**src/mtpci_pkg.sv**
```systemverilog
/*
  Shared constants for the timer, port, carrier and interrupt block:
  register word indices, field positions, reset values, vectors.
  Assumes a 32-bit Avalon-MM slave with one register per aligned word.
*/
package mtpci_pkg;
  localparam int          ADDR_W          = 5;
  // word index; byte address is four times the index
  localparam logic [4:0]  IDX_IRQ_EN      = 5'h00;
  localparam logic [4:0]  IDX_IRQ_REQ     = 5'h01;
  localparam logic [4:0]  IDX_TMR_MODE    = 5'h02;
  localparam logic [4:0]  IDX_TMR_LO      = 5'h04;
  localparam logic [4:0]  IDX_TMR_HI      = 5'h05;
  localparam logic [4:0]  IDX_PORT_A      = 5'h08;
  localparam logic [4:0]  IDX_PORT_B      = 5'h09;
  localparam logic [4:0]  IDX_PORT_C      = 5'h0A;
  localparam logic [4:0]  IDX_PORT_D      = 5'h0B;
  localparam logic [4:0]  IDX_REM         = 5'h0D;
  localparam logic [4:0]  IDX_PFC         = 5'h13;
  localparam logic [4:0]  IDX_DIR_A       = 5'h16;
  localparam logic [4:0]  IDX_DIR_B       = 5'h17;
  localparam logic [4:0]  IDX_DIR_C       = 5'h18;
  localparam logic [4:0]  IDX_DIR_D       = 5'h19;
  localparam logic [4:0]  IDX_EXT_CTRL    = 5'h1C;
  localparam int          IRQ_TMR_BIT     = 2;
  localparam int          IRQ_PORT_BIT    = 0;
  localparam int          PFC_PULL_BIT    = 3;
  localparam int          PFC_CPS_BIT     = 2;
  localparam int          EXT_EDGE_BIT    = 0;
  localparam int          EXT_SRC_BIT     = 1;
  localparam logic [3:0]  IRQ_EN_RST      = 4'h0;
  localparam logic [3:0]  IRQ_REQ_RST     = 4'h0;
  localparam logic [2:0]  TMR_MODE_RST    = 3'h0;
  localparam logic [7:0]  TMR_RST         = 8'h00;
  localparam logic [7:0]  TMR_MAX         = 8'hFF;
  localparam logic [13:0] PORT_RST        = 14'h0000;
  localparam logic [3:0]  PFC_RST         = 4'h0;
  localparam logic [1:0]  EXT_CTRL_RST    = 2'h0;
  localparam logic [1:0]  INSTR_CYC_LAST  = 2'h3;
  localparam int          PRE_W           = 11;
  // prescaler exponent per select code, 2048 down to 1
  localparam logic [3:0]  PRE_SHIFT [8]   = '{4'hB, 4'h9, 4'h7, 4'h5, 4'h3, 4'h2, 4'h1, 4'h0};
  localparam logic [3:0]  CAR_PERIOD_8    = 4'h8;
  localparam logic [3:0]  CAR_PERIOD_12   = 4'hC;
  localparam logic [3:0]  CAR_HIGH_HALF8  = 4'h4;
  localparam logic [3:0]  CAR_HIGH_THIRD  = 4'h4;
  localparam logic [3:0]  CAR_HIGH_HALF12 = 4'h6;
  localparam logic [11:0] VEC_RESET       = 12'h000;
  localparam logic [11:0] VEC_TIMER       = 12'h002;
  localparam logic [11:0] VEC_PORT        = 12'h004;
  // port interrupt sources: default B and C, option A1-3, B0-3, C0
  localparam logic [13:0] PINT_SRC_DFLT   = 14'h0FF0;
  localparam logic [13:0] PINT_SRC_OPT    = 14'h01FE;
  typedef enum logic [1:0] {CAR_NONE, CAR_D8_HALF, CAR_D12_THIRD, CAR_D12_HALF} mtpci_carrier_e;
endpackage : mtpci_pkg

```
**src/mtpci_periph.sv**
```systemverilog
/*
  Timer with prescaler, bit-programmable ports with pull-up control,
  falling-edge port interrupt, carrier synthesizer and interrupt flags.
  Assumes one clock mclk (the oscillator), Avalon-MM register access,
  and a CPU core that pulses cpuIntAck when it takes the vector.
*/
`timescale 1ns/10ps
module mtpci_periph
  import mtpci_pkg::*;
#(
  parameter bit OPT_PINT       = 1'b0,
  parameter int CARRIER_PREDIV = 8
) (
  input  wire logic        mclk,
  input  wire logic        rst_n,
  input  wire logic [4:0]  avs_address,
  input  wire logic        avs_read,
  input  wire logic        avs_write,
  input  wire logic [31:0] avs_writedata,
  input  wire logic [3:0]  avs_byteenable,
  output logic      [31:0] avs_readdata,
  output logic             avs_waitrequest,
  input  wire logic        extCountPin,
  input  wire logic [3:0]  portAIn,
  input  wire logic [3:0]  portBIn,
  input  wire logic [3:0]  portCIn,
  input  wire logic [1:0]  portDIn,
  output logic      [3:0]  portAOut,
  output logic      [3:0]  portBOut,
  output logic      [3:0]  portCOut,
  output logic      [1:0]  portDOut,
  output logic      [3:0]  portAOe,
  output logic      [3:0]  portBOe,
  output logic      [3:0]  portCOe,
  output logic      [1:0]  portDOe,
  output logic      [3:0]  portAPullup,
  output logic      [3:0]  portBPullup,
  output logic      [3:0]  portCPullup,
  output logic      [1:0]  portDPullup,
  output logic             carrierOutPin,
  input  wire logic        cpuIntAck,
  output logic             irqPending,
  output logic      [11:0] irqVector,
  output logic             wakeRequest
);

  if (CARRIER_PREDIV < 1 || CARRIER_PREDIV > 256) begin : g_bad_prediv
    $error("CARRIER_PREDIV must lie in 1..256");
  end

  logic        waitReq_reg;
  logic [31:0] rdData_reg;
  logic [3:0]  irqEn_reg;
  logic [3:0]  irqReq_reg;
  logic [2:0]  tmrMode_reg;
  logic [3:0]  loadLo_reg;
  logic [7:0]  loadVal_reg;
  logic [7:0]  tmrCnt_reg;
  logic [3:0]  rdLowLatch_reg;
  logic [13:0] portData_reg;
  logic [13:0] portDir_reg;
  logic [13:0] pullup_reg;
  logic        remData_reg;
  logic [3:0]  pfc_reg;
  logic [1:0]  extCtrl_reg;
  logic [1:0]  instrCyc_reg;
  logic [PRE_W-1:0] preCnt_reg;
  logic        extPrev_reg;
  logic        pintArmed_reg;
  logic [7:0]  preDiv_reg;
  logic [3:0]  carCnt_reg;
  logic        carOut_reg;
  logic        pending_reg;
  logic [11:0] vector_reg;

  logic        accept;
  logic        doWr;
  logic        doRd;
  logic [3:0]  wNib;
  logic        oscTick;
  logic        srcPulse;
  logic        extHit;
  logic [PRE_W-1:0] preMask;
  logic        preTick;
  logic        loadWr;
  logic        tmrWrap;
  logic [13:0] pinIn;
  logic [13:0] pinView;
  logic [13:0] pintSrc;
  logic        allHigh;
  logic        portEvent;
  mtpci_carrier_e carMode;
  logic        fxTick;
  logic [3:0]  carPeriod;
  logic [3:0]  carHighCnt;
  logic [3:0]  enEff;
  logic [3:0]  irqMask;

  // only the timer and port flags exist; the other bits stay zero
  assign irqMask = (4'h1 << IRQ_TMR_BIT) | (4'h1 << IRQ_PORT_BIT);

  // bus slave: one wait cycle, then answer
  assign accept = (avs_read || avs_write) && waitReq_reg;
  assign doWr   = accept && avs_write && avs_byteenable[0];
  assign doRd   = accept && avs_read && !avs_write;
  assign wNib   = avs_writedata[3:0];

  always_ff @(posedge mclk or negedge rst_n) begin
    if (!rst_n) waitReq_reg <= 1'b1;
    else        waitReq_reg <= !accept;
  end

  assign pinIn   = {portDIn, portCIn, portBIn, portAIn};
  // inputs show the pin, outputs show the latch
  assign pinView = (pinIn & ~portDir_reg) | (portData_reg & portDir_reg);

  always_ff @(posedge mclk or negedge rst_n) begin
    if (!rst_n) begin
      rdData_reg     <= 32'h0000_0000;
      rdLowLatch_reg <= 4'h0;
    end else if (doRd) begin
      rdData_reg <= 32'h0000_0000;
      if (avs_address == IDX_IRQ_EN)        rdData_reg[3:0] <= irqEn_reg;
      else if (avs_address == IDX_IRQ_REQ)  rdData_reg[3:0] <= irqReq_reg;
      else if (avs_address == IDX_TMR_MODE) rdData_reg[2:0] <= tmrMode_reg;
      else if (avs_address == IDX_TMR_HI) begin
        rdData_reg[3:0] <= tmrCnt_reg[7:4];
        rdLowLatch_reg  <= tmrCnt_reg[3:0];
      end
      else if (avs_address == IDX_TMR_LO)   rdData_reg[3:0] <= rdLowLatch_reg;
      else if (avs_address == IDX_PORT_A)   rdData_reg[3:0] <= pinView[3:0];
      else if (avs_address == IDX_PORT_B)   rdData_reg[3:0] <= pinView[7:4];
      else if (avs_address == IDX_PORT_C)   rdData_reg[3:0] <= pinView[11:8];
      else if (avs_address == IDX_PORT_D)   rdData_reg[1:0] <= pinView[13:12];
      else if (avs_address == IDX_REM)      rdData_reg[0]   <= remData_reg;
    end
  end

  assign avs_waitrequest = waitReq_reg;
  assign avs_readdata    = rdData_reg;

  // write-only and plain control registers
  always_ff @(posedge mclk or negedge rst_n) begin
    if (!rst_n) begin
      tmrMode_reg  <= TMR_MODE_RST;
      portData_reg <= PORT_RST;
      portDir_reg  <= PORT_RST;
      remData_reg  <= 1'b0;
      pfc_reg      <= PFC_RST;
      extCtrl_reg  <= EXT_CTRL_RST;
    end else if (doWr) begin
      if (avs_address == IDX_TMR_MODE)    tmrMode_reg          <= wNib[2:0];
      else if (avs_address == IDX_PORT_A) portData_reg[3:0]    <= wNib;
      else if (avs_address == IDX_PORT_B) portData_reg[7:4]    <= wNib;
      else if (avs_address == IDX_PORT_C) portData_reg[11:8]   <= wNib;
      else if (avs_address == IDX_PORT_D) portData_reg[13:12]  <= wNib[1:0];
      else if (avs_address == IDX_REM)    remData_reg          <= wNib[0];
      else if (avs_address == IDX_PFC)    pfc_reg              <= wNib;
      else if (avs_address == IDX_DIR_A)  portDir_reg[3:0]     <= wNib;
      else if (avs_address == IDX_DIR_B)  portDir_reg[7:4]     <= wNib;
      else if (avs_address == IDX_DIR_C)  portDir_reg[11:8]    <= wNib;
      else if (avs_address == IDX_DIR_D)  portDir_reg[13:12]   <= wNib[1:0];
      else if (avs_address == IDX_EXT_CTRL) extCtrl_reg        <= wNib[1:0];
    end
  end

  // pins
  always_ff @(posedge mclk or negedge rst_n) begin
    if (!rst_n) pullup_reg <= PORT_RST;
    else        pullup_reg <= {14{pfc_reg[PFC_PULL_BIT]}} & portData_reg;
  end

  assign portAOut    = portData_reg[3:0];
  assign portBOut    = portData_reg[7:4];
  assign portCOut    = portData_reg[11:8];
  assign portDOut    = portData_reg[13:12];
  assign portAOe     = portDir_reg[3:0];
  assign portBOe     = portDir_reg[7:4];
  assign portCOe     = portDir_reg[11:8];
  assign portDOe     = portDir_reg[13:12];
  assign portAPullup = pullup_reg[3:0];
  assign portBPullup = pullup_reg[7:4];
  assign portCPullup = pullup_reg[11:8];
  assign portDPullup = pullup_reg[13:12];

  // instruction cycle and count source
  always_ff @(posedge mclk or negedge rst_n) begin
    if (!rst_n) begin
      instrCyc_reg <= 2'h0;
      extPrev_reg  <= 1'b0;
    end else begin
      instrCyc_reg <= instrCyc_reg + 2'h1;
      extPrev_reg  <= extCountPin;
    end
  end

  assign oscTick  = (instrCyc_reg == INSTR_CYC_LAST);
  assign extHit   = extCtrl_reg[EXT_EDGE_BIT] ? (extPrev_reg && !extCountPin)
                                              : (!extPrev_reg && extCountPin);
  assign srcPulse = extCtrl_reg[EXT_SRC_BIT] ? extHit : oscTick;

  // prescaler: overflow when the selected low bits are all ones
  assign preMask = (11'h7FF >> (4'hB - PRE_SHIFT[tmrMode_reg]));
  assign preTick = srcPulse && ((preCnt_reg | ~preMask) == 11'h7FF);

  always_ff @(posedge mclk or negedge rst_n) begin
    if (!rst_n)        preCnt_reg <= 11'h000;
    else if (srcPulse) preCnt_reg <= preCnt_reg + 11'h001;
  end

  // timer counter and load value
  assign loadWr  = doWr && (avs_address == IDX_TMR_HI);
  assign tmrWrap = preTick && (tmrCnt_reg == TMR_MAX) && !loadWr;

  always_ff @(posedge mclk or negedge rst_n) begin
    if (!rst_n) begin
      loadLo_reg  <= 4'h0;
      loadVal_reg <= TMR_RST;
      tmrCnt_reg  <= TMR_RST;
    end else begin
      if (doWr && avs_address == IDX_TMR_LO) loadLo_reg <= wNib;
      if (loadWr) begin
        loadVal_reg <= {wNib, loadLo_reg};
        tmrCnt_reg  <= {wNib, loadLo_reg};
      end else if (tmrWrap) begin
        tmrCnt_reg <= loadVal_reg;
      end else if (preTick) begin
        tmrCnt_reg <= tmrCnt_reg + 8'h01;
      end
    end
  end

  // port interrupt: one combined edge detector over input sources
  assign pintSrc   = (OPT_PINT ? PINT_SRC_OPT : PINT_SRC_DFLT) & ~portDir_reg;
  assign allHigh   = &(pinIn | ~pintSrc);
  assign portEvent = pintArmed_reg && !allHigh;

  always_ff @(posedge mclk or negedge rst_n) begin
    if (!rst_n)         pintArmed_reg <= 1'b0;
    else if (allHigh)   pintArmed_reg <= 1'b1;
    else if (portEvent) pintArmed_reg <= 1'b0;
  end

  // interrupt flags; hardware set wins over a software clear
  always_ff @(posedge mclk or negedge rst_n) begin
    if (!rst_n) begin
      irqReq_reg <= IRQ_REQ_RST;
    end else begin
      irqReq_reg <= ((doWr && avs_address == IDX_IRQ_REQ) ? (wNib & irqMask) : irqReq_reg)
                  | ({3'h0, portEvent} << IRQ_PORT_BIT)
                  | ({3'h0, tmrWrap} << IRQ_TMR_BIT);
    end
  end

  // the core's acknowledge beats a same-cycle enable write
  always_ff @(posedge mclk or negedge rst_n) begin
    if (!rst_n)                                irqEn_reg <= IRQ_EN_RST;
    else if (cpuIntAck)                        irqEn_reg <= 4'h0;
    else if (doWr && avs_address == IDX_IRQ_EN) irqEn_reg <= wNib & irqMask;
  end

  assign enEff = irqEn_reg & irqReq_reg;

  // vector held for the core, which pushes PC and carry itself
  always_ff @(posedge mclk or negedge rst_n) begin
    if (!rst_n) begin
      pending_reg <= 1'b0;
      vector_reg  <= VEC_RESET;
    end else begin
      pending_reg <= (enEff != 4'h0) && !cpuIntAck;
      if (enEff[IRQ_TMR_BIT])       vector_reg <= VEC_TIMER;
      else if (enEff[IRQ_PORT_BIT]) vector_reg <= VEC_PORT;
    end
  end

  assign irqPending  = pending_reg;
  assign irqVector   = vector_reg;
  // the timer never stops, so a halted core sees this
  assign wakeRequest = pending_reg;

  // carrier synthesizer
  assign carMode = mtpci_carrier_e'({pfc_reg[1], pfc_reg[0]});
  assign fxTick  = !pfc_reg[PFC_CPS_BIT] || (preDiv_reg == 8'(CARRIER_PREDIV - 1));

  always_comb begin
    carPeriod  = CAR_PERIOD_12;
    carHighCnt = CAR_HIGH_HALF12;
    case (carMode)
      CAR_D8_HALF: begin
        carPeriod  = CAR_PERIOD_8;
        carHighCnt = CAR_HIGH_HALF8;
      end
      CAR_D12_THIRD: begin
        carHighCnt = CAR_HIGH_THIRD;
      end
      default: begin
        carPeriod  = CAR_PERIOD_12;
        carHighCnt = CAR_HIGH_HALF12;
      end
    endcase
  end

  always_ff @(posedge mclk or negedge rst_n) begin
    if (!rst_n) begin
      preDiv_reg <= 8'h00;
      carCnt_reg <= 4'h0;
    end else begin
      preDiv_reg <= fxTick ? 8'h00 : preDiv_reg + 8'h01;
      if (carMode == CAR_NONE) carCnt_reg <= 4'h0;
      else if (fxTick)         carCnt_reg <= (carCnt_reg >= carPeriod - 4'h1) ? 4'h0 : carCnt_reg + 4'h1;
    end
  end

  always_ff @(posedge mclk or negedge rst_n) begin
    if (!rst_n)                   carOut_reg <= 1'b0;
    else if (carMode == CAR_NONE) carOut_reg <= remData_reg;
    else                          carOut_reg <= remData_reg && (carCnt_reg < carHighCnt);
  end

  assign carrierOutPin = carOut_reg;

  AST_TMR_WRAP_IRQ: assert property (@(posedge mclk) disable iff (!rst_n)
    tmrWrap |=> irqReq_reg[IRQ_TMR_BIT]) else $error("wrap did not set timer request");
  AST_TMR_STEP: assert property (@(posedge mclk) disable iff (!rst_n)
    preTick && !loadWr && tmrCnt_reg != TMR_MAX |=> tmrCnt_reg == $past(tmrCnt_reg) + 8'h01)
    else $error("counter did not step on prescaler overflow");
  AST_TMR_HOLD: assert property (@(posedge mclk) disable iff (!rst_n)
    !preTick && !loadWr |=> $stable(tmrCnt_reg)) else $error("counter moved without overflow");
  AST_TMR_RELOAD: assert property (@(posedge mclk) disable iff (!rst_n)
    tmrWrap |=> tmrCnt_reg == $past(loadVal_reg)) else $error("overflow did not reload");
  AST_PRESC_UNITY: assert property (@(posedge mclk) disable iff (!rst_n)
    srcPulse && tmrMode_reg == 3'h7 |-> preTick) else $error("divide by one missed a pulse");
  AST_INSTR_CYCLE: assert property (@(posedge mclk) disable iff (!rst_n)
    oscTick |=> (!oscTick) [*3] ##1 oscTick) else $error("instruction cycle not four clocks");
  AST_PINT_ONCE: assert property (@(posedge mclk) disable iff (!rst_n)
    (portEvent || !pintArmed_reg) && !allHigh |=> !portEvent) else $error("second edge while blocked");
  AST_ACK_CLEARS_EN: assert property (@(posedge mclk) disable iff (!rst_n)
    cpuIntAck |=> irqEn_reg == 4'h0 && !irqPending) else $error("enables not cleared on entry");
  AST_PENDING: assert property (@(posedge mclk) disable iff (!rst_n)
    enEff != 4'h0 && !cpuIntAck |=> irqPending ##0 wakeRequest) else $error("enabled request not pending");
  AST_TMR_VECTOR: assert property (@(posedge mclk) disable iff (!rst_n)
    enEff[IRQ_TMR_BIT] |=> irqVector == VEC_TIMER) else $error("timer vector wrong");
  AST_REQ_STICKY: assert property (@(posedge mclk) disable iff (!rst_n)
    irqReq_reg[IRQ_TMR_BIT] && !(doWr && avs_address == IDX_IRQ_REQ) |=> irqReq_reg[IRQ_TMR_BIT])
    else $error("timer request dropped without a write");
  AST_REM_PLAIN: assert property (@(posedge mclk) disable iff (!rst_n)
    carMode == CAR_NONE |=> carrierOutPin == $past(remData_reg)) else $error("plain data not on pin");

endmodule : mtpci_periph

```
**config.mk**
```make
export PLATFORM = sky130hd
export DESIGN_NAME = mtpci_periph
export DESIGN_NICKNAME = d
export VERILOG_FILES = /design/src/mtpci_pkg.sv /design/src/mtpci_periph.sv
export SDC_FILE = /design/constraint.sdc
export NUM_CORES = 1
export LEC_CHECK = 0
export BUFFER_PORTS_ARGS = -buffer_cell sky130_fd_sc_hd__buf_2
export CORE_MARGIN = 2
export CORE_UTILIZATION = 57
export DETAILED_ROUTE_END_ITERATION = 10
export PLACE_DENSITY = 0.85
export SLEW_MARGIN = 20
export SYNTH_ARGS = -nofsm -noshare
export SYNTH_HDL_FRONTEND = slang
export SYNTH_SLANG_ARGS = --single-unit
```
**constraint.sdc**
```tcl
create_clock -name mclk -period 4.5 [get_ports mclk]
set_clock_uncertainty 0.2 [all_clocks]
set_input_delay 0.45 -clock mclk [delete_from_list [all_inputs] [get_ports mclk]]
set_output_delay 0.45 -clock mclk [all_outputs]
set_load 0.05 [all_outputs]
```
==> impl_metrics.xml <==
<?xml version="1.0" encoding="UTF-8"?>
<metrics>
  <group name="power">
    <metric name="vdd_drop_max" unit="µV">292</metric>
    <metric name="cellPowerDensity" unit="nW/µm²">457</metric>
    <metric name="cellLeakagePower" unit="nW">3.38</metric>
  </group>
  <group name="clock_network">
    <metric name="clock_path_buffers" unit="">2</metric>
    <metric name="clk_pin_slew" unit="ns">0.05</metric>
    <metric name="cts_max_level" unit="">4</metric>
    <metric name="clock_latency" unit="ns">0.53</metric>
    <metric name="numCtsBuffers" unit="">17</metric>
    <metric name="cts_tree" unit="">built</metric>
    <metric name="cts_sinks" unit="">116</metric>
    <metric name="clockRootBuffer" unit="">sky130_fd_sc_hd__clkbuf_8</metric>
    <metric name="cts_resized" unit="">0</metric>
  </group>
  <group name="timing">
    <metric name="timing.fmax" unit="GHz">0.378</metric>
    <metric name="tightestPinTransition" unit="ns">0.830</metric>
    <metric name="slew_viol_final" unit="">0</metric>
    <metric name="relSlewSlack" unit="">0.441</metric>
    <metric name="final.min_clock_period" unit="ns">2.64</metric>
    <metric name="final_report_hold_violation_count" unit="">0</metric>
    <metric name="grt_setup_unrepaired" unit="">no</metric>
    <metric name="fin_setup_tns" unit="ns">0</metric>
    <metric name="fin_crit_sh" unit="">0.587</metric>
    <metric name="setup_violations" unit="">0</metric>
  </group>
  <group name="grt">
    <metric name="grt.overflow.total" unit="">0</metric>
    <metric name="antenna_found_initial" unit="">0</metric>
    <metric name="grt_usage" unit="">0.253</metric>
    <metric name="largest_net_degree_at_the_start_of_global_routing" unit="">47</metric>
    <metric name="grt_pass1_wl" unit="µm">21400</metric>
    <metric name="first_global_vias" unit="">4325</metric>
  </group>
  <group name="worst_hold_path">
    <metric name="hold_path.class" unit="">in2reg</metric>
  </group>
  <group name="die">
    <metric name="chipWidth" unit="µm">105</metric>
    <metric name="io_pins" unit="">151</metric>
    <metric name="initial_utilization" unit="">0.589</metric>
    <metric name="vert_die_dim" unit="µm">105</metric>
    <metric name="core_region_area" unit="µm²">9820</metric>
    <metric name="die_area" unit="µm²">11000</metric>
    <metric name="rows" unit="">36</metric>
  </group>
  <group name="synthesis">
    <metric name="synth.distinct_cells" unit="">62</metric>
    <metric name="post-synth-top-area-fraction" unit="">0.498</metric>
    <metric name="synthesis.yosys.warnings" unit="">0</metric>
    <metric name="yosysTopAreaCell" unit="">sky130_fd_sc_hd__dfrtp_1</metric>
    <metric name="synth.area.top_cells" unit="">sky130_fd_sc_hd__dfrtp_1 (50%), sky130_fd_sc_hd__mux2_2 (9.5%), sky130_fd_sc_hd__buf_4 (5.2%)</metric>
    <metric name="synthesis.instances" unit="">529</metric>
    <metric name="dominantRegCellSynth" unit="">sky130_fd_sc_hd__dfrtp_1</metric>
    <metric name="synth.yosys.seq_area_share" unit="">0.502</metric>
    <metric name="synth.ff_latch_count" unit="">116</metric>
    <metric name="synth_area" unit="µm²">5780</metric>
    <metric name="async_flop_share" unit="">1.00</metric>
    <metric name="number_of_enable_flip_flop_cells_after_synthesis" unit="">0</metric>
    <metric name="postSynthAreaPerCell" unit="µm²">10.9</metric>
  </group>
  <group name="worst_setup_path">
    <metric name="cp.required" unit="ns">4.72</metric>
    <metric name="crit_path_top_delay_cell" unit="">sky130_fd_sc_hd__o2111a_1</metric>
    <metric name="crit_path_start_kind" unit="">input port</metric>
    <metric name="timing.critical_path.cells" unit="">dlygate4sd3_1 &gt; buf_2 &gt; or3b_2 &gt; a31oi_4 &gt; o2111a_1 &gt; o21ai_0 &gt; a31o_2</metric>
    <metric name="cp.arrival" unit="ns">2.86</metric>
    <metric name="critPathMaxStageDelay" unit="ns">0.58</metric>
    <metric name="setup.worst_path.end_class" unit="">flip-flop</metric>
    <metric name="critPathTopFamily" unit="">compound AO/OA/AOI/OAI gates</metric>
    <metric name="ws_path_type" unit="">in2reg</metric>
    <metric name="timing.critical_path.buf_inv" unit="">2</metric>
    <metric name="timing.critical_path.fanout_max" unit="">15</metric>
  </group>
  <group name="detailed_routing">
    <metric name="firstDrtPassIters" unit="">5</metric>
    <metric name="viasPerCell" unit="">5.70</metric>
    <metric name="detail_route.wl_per_cell" unit="µm">17.5</metric>
    <metric name="drt.antenna.violating_nets" unit="">0</metric>
    <metric name="drc_errors" unit="">0</metric>
    <metric name="drt_iter0_drc" unit="">346</metric>
    <metric name="detailroute.via_count" unit="">4332</metric>
    <metric name="wl" unit="µm">13300</metric>
  </group>
  <group name="placed_design">
    <metric name="dp.final_hpwl" unit="µm">9210</metric>
    <metric name="port-buffer-count" unit="">81</metric>
    <metric name="placed_cells_incl_taps" unit="">726</metric>
    <metric name="place.gp.congestion" unit="">0.924</metric>
  </group>
  <group name="cells_and_area">
    <metric name="fin_nets" unit="">687</metric>
    <metric name="share_of_post_route_cells_with_drive_strength_above_1" unit="">0.278</metric>
    <metric name="flow.area_growth_from_synthesis" unit="%">16.2</metric>
    <metric name="num_antenna_cells" unit="">0</metric>
    <metric name="final_cells" unit="">760</metric>
  </group>
  <group name="flow_run">
    <metric name="drv.max_cap_violation_count" unit="">0</metric>
  </group>
  <group name="outcome">
    <metric name="outcome" unit="">finished clean</metric>
  </group>
</metrics>
==> final cells by class <==
type                            count  area (µm²)
Tap cell                          133         166
Timing Repair Buffer               88         473
Clock inverter                      4        22.5
Sequential cell                   116        2900
Inverter                           13        48.8
Multi-Input combinational cell    381        2600
Clock buffer                       25         504
Fill cell                         724        3100
==> Yosys cell counts (2+ instances only) <==
library cell and number:
sky130_fd_sc_hd__nand3b_1 4, sky130_fd_sc_hd__or3b_2 2, sky130_fd_sc_hd__nand2_1 58, sky130_fd_sc_hd__mux2_2 49, sky130_fd_sc_hd__ha_1 9, sky130_fd_sc_hd__a211o_1 3, sky130_fd_sc_hd__or2_2 2, sky130_fd_sc_hd__nand2b_1 5
sky130_fd_sc_hd__a31oi_1 2, sky130_fd_sc_hd__o32ai_1 4, sky130_fd_sc_hd__o31ai_1 2, sky130_fd_sc_hd__nand4_1 4, sky130_fd_sc_hd__nor4_1 3, sky130_fd_sc_hd__xor2_1 10, sky130_fd_sc_hd__a211oi_1 3, sky130_fd_sc_hd__or3_1 6
sky130_fd_sc_hd__o22ai_1 8, sky130_fd_sc_hd__inv_1 13, sky130_fd_sc_hd__and2_1 16, sky130_fd_sc_hd__clkbuf_1 13, sky130_fd_sc_hd__dfrtp_1 115, sky130_fd_sc_hd__a31o_2 3, sky130_fd_sc_hd__o21a_1 2, sky130_fd_sc_hd__nand3_1 12
sky130_fd_sc_hd__a21o_1 2, sky130_fd_sc_hd__mux2i_1 20, sky130_fd_sc_hd__o221ai_1 3, sky130_fd_sc_hd__and3_1 5, sky130_fd_sc_hd__buf_4 40, sky130_fd_sc_hd__a22o_1 2, sky130_fd_sc_hd__a21oi_1 13, sky130_fd_sc_hd__xnor2_1 8
sky130_fd_sc_hd__nor2_1 29, sky130_fd_sc_hd__a41o_1 2, sky130_fd_sc_hd__nor3_1 10, sky130_fd_sc_hd__nor2b_1 2, sky130_fd_sc_hd__and4_1 2, sky130_fd_sc_hd__o21ai_0 18, sky130_fd_sc_hd__buf_2 2
==> cells in the final DEF (no fill, tap or decap), drive strengths merged, types with 5 or more instances in the layout <==
cell type and n:
a21oi 14, and2 16, and3 5, buf 83
clkbuf 25, conb 38, dfrtp 115, dlygate4sd3 5
ha 9, inv 13, mux2 49, mux2i 20
nand2 58, nand2b 5, nand3 12, nor2 30
nor3 11, o21ai 18, o22ai 8, or3 6
xnor2 8, xor2 10
==> where the power goes <==
group	internal, W	switching, W
Combinational	0.000196	0.000400
Clock	0.000751	0.000436
Sequential	0.00116	0.000127
Total	0.00211	0.000963
==> worst register-to-register path, cell delays in order (launching register included) <==
cell	delay [ns]
sky130_fd_sc_hd__dfrtp_1	0.39
sky130_fd_sc_hd__or3b_2	0.50
sky130_fd_sc_hd__a31oi_4	0.27
sky130_fd_sc_hd__o2111a_1	0.58
sky130_fd_sc_hd__o21ai_0	0.20
sky130_fd_sc_hd__a31o_2	0.23
==> metal layers <==
| metal | vias to the layer above | GRT usage | part of all wire |
|---|---|---|---|
| met5 | - | 0 | 0 |
| met4 | 0 | 0.104 | 0.024 |
| met3 | 31 | 0.0730 | 0.061 |
| met2 | 179 | 0.421 | 0.51 |
| met1 | 2150 | 0.310 | 0.40 |
| li1 | 1972 | - | - |
==> per-stage QoR <==
stage                util  total power [W]  hold WS (ns)  instance area [µm²]  worst slack [ns]
finish              0.684          0.00307         0.101                 6720              1.86
floorplan               -          0.00174       -0.0456                 5920              2.25
CTS                 0.684          0.00309        0.0702                 6720              1.87
detailed placement  0.625          0.00189         0.190                 6140              1.88
global route        0.684          0.00320         0.111                 6720              1.71
global placement    0.625          0.00185         0.181                 6140              1.92
==> timing repair <==
item,in CTS,in global routing
setup endpoints to repair,0,0
hold buffers,5,0
hold endpoints to repair,31,0
buffers inserted,0,0
==> cells by family after synthesis <==
kind of cell	share of synthesized area
xor+xnor	0.0273
compound gates	0.100
mux	0.130
simple gates	0.147
buf+inv	0.0725
flops	0.502
fa+ha+maj	0.0195
other cells	0.000649
==> final timing paths <==
check	cells past startpoint	endpoint	start	slack (ns)
setup / recovery	7	tmrCnt_reg[7]$_DFFE_PN0P_	extCountPin	1.86
hold / removal	3	loadVal_reg[7]$_DFFE_PN0P_	avs_writedata[3]	0.10
setup reg to reg	5	tmrCnt_reg[7]$_DFFE_PN0P_	extPrev_reg$_DFF_PN0_	2.01
hold reg to reg	1	instrCyc_reg[0]$_DFF_PN0_	instrCyc_reg[0]$_DFF_PN0_	0.23
max in group asynchronous	3	preDiv_reg[6]$_DFF_PN0_	rst_n	3.01
min in group asynchronous	2	pullup_reg[9]$_DFF_PN0_	rst_n	0.19
No activity file was read; power rests on OpenSTA's default activity.
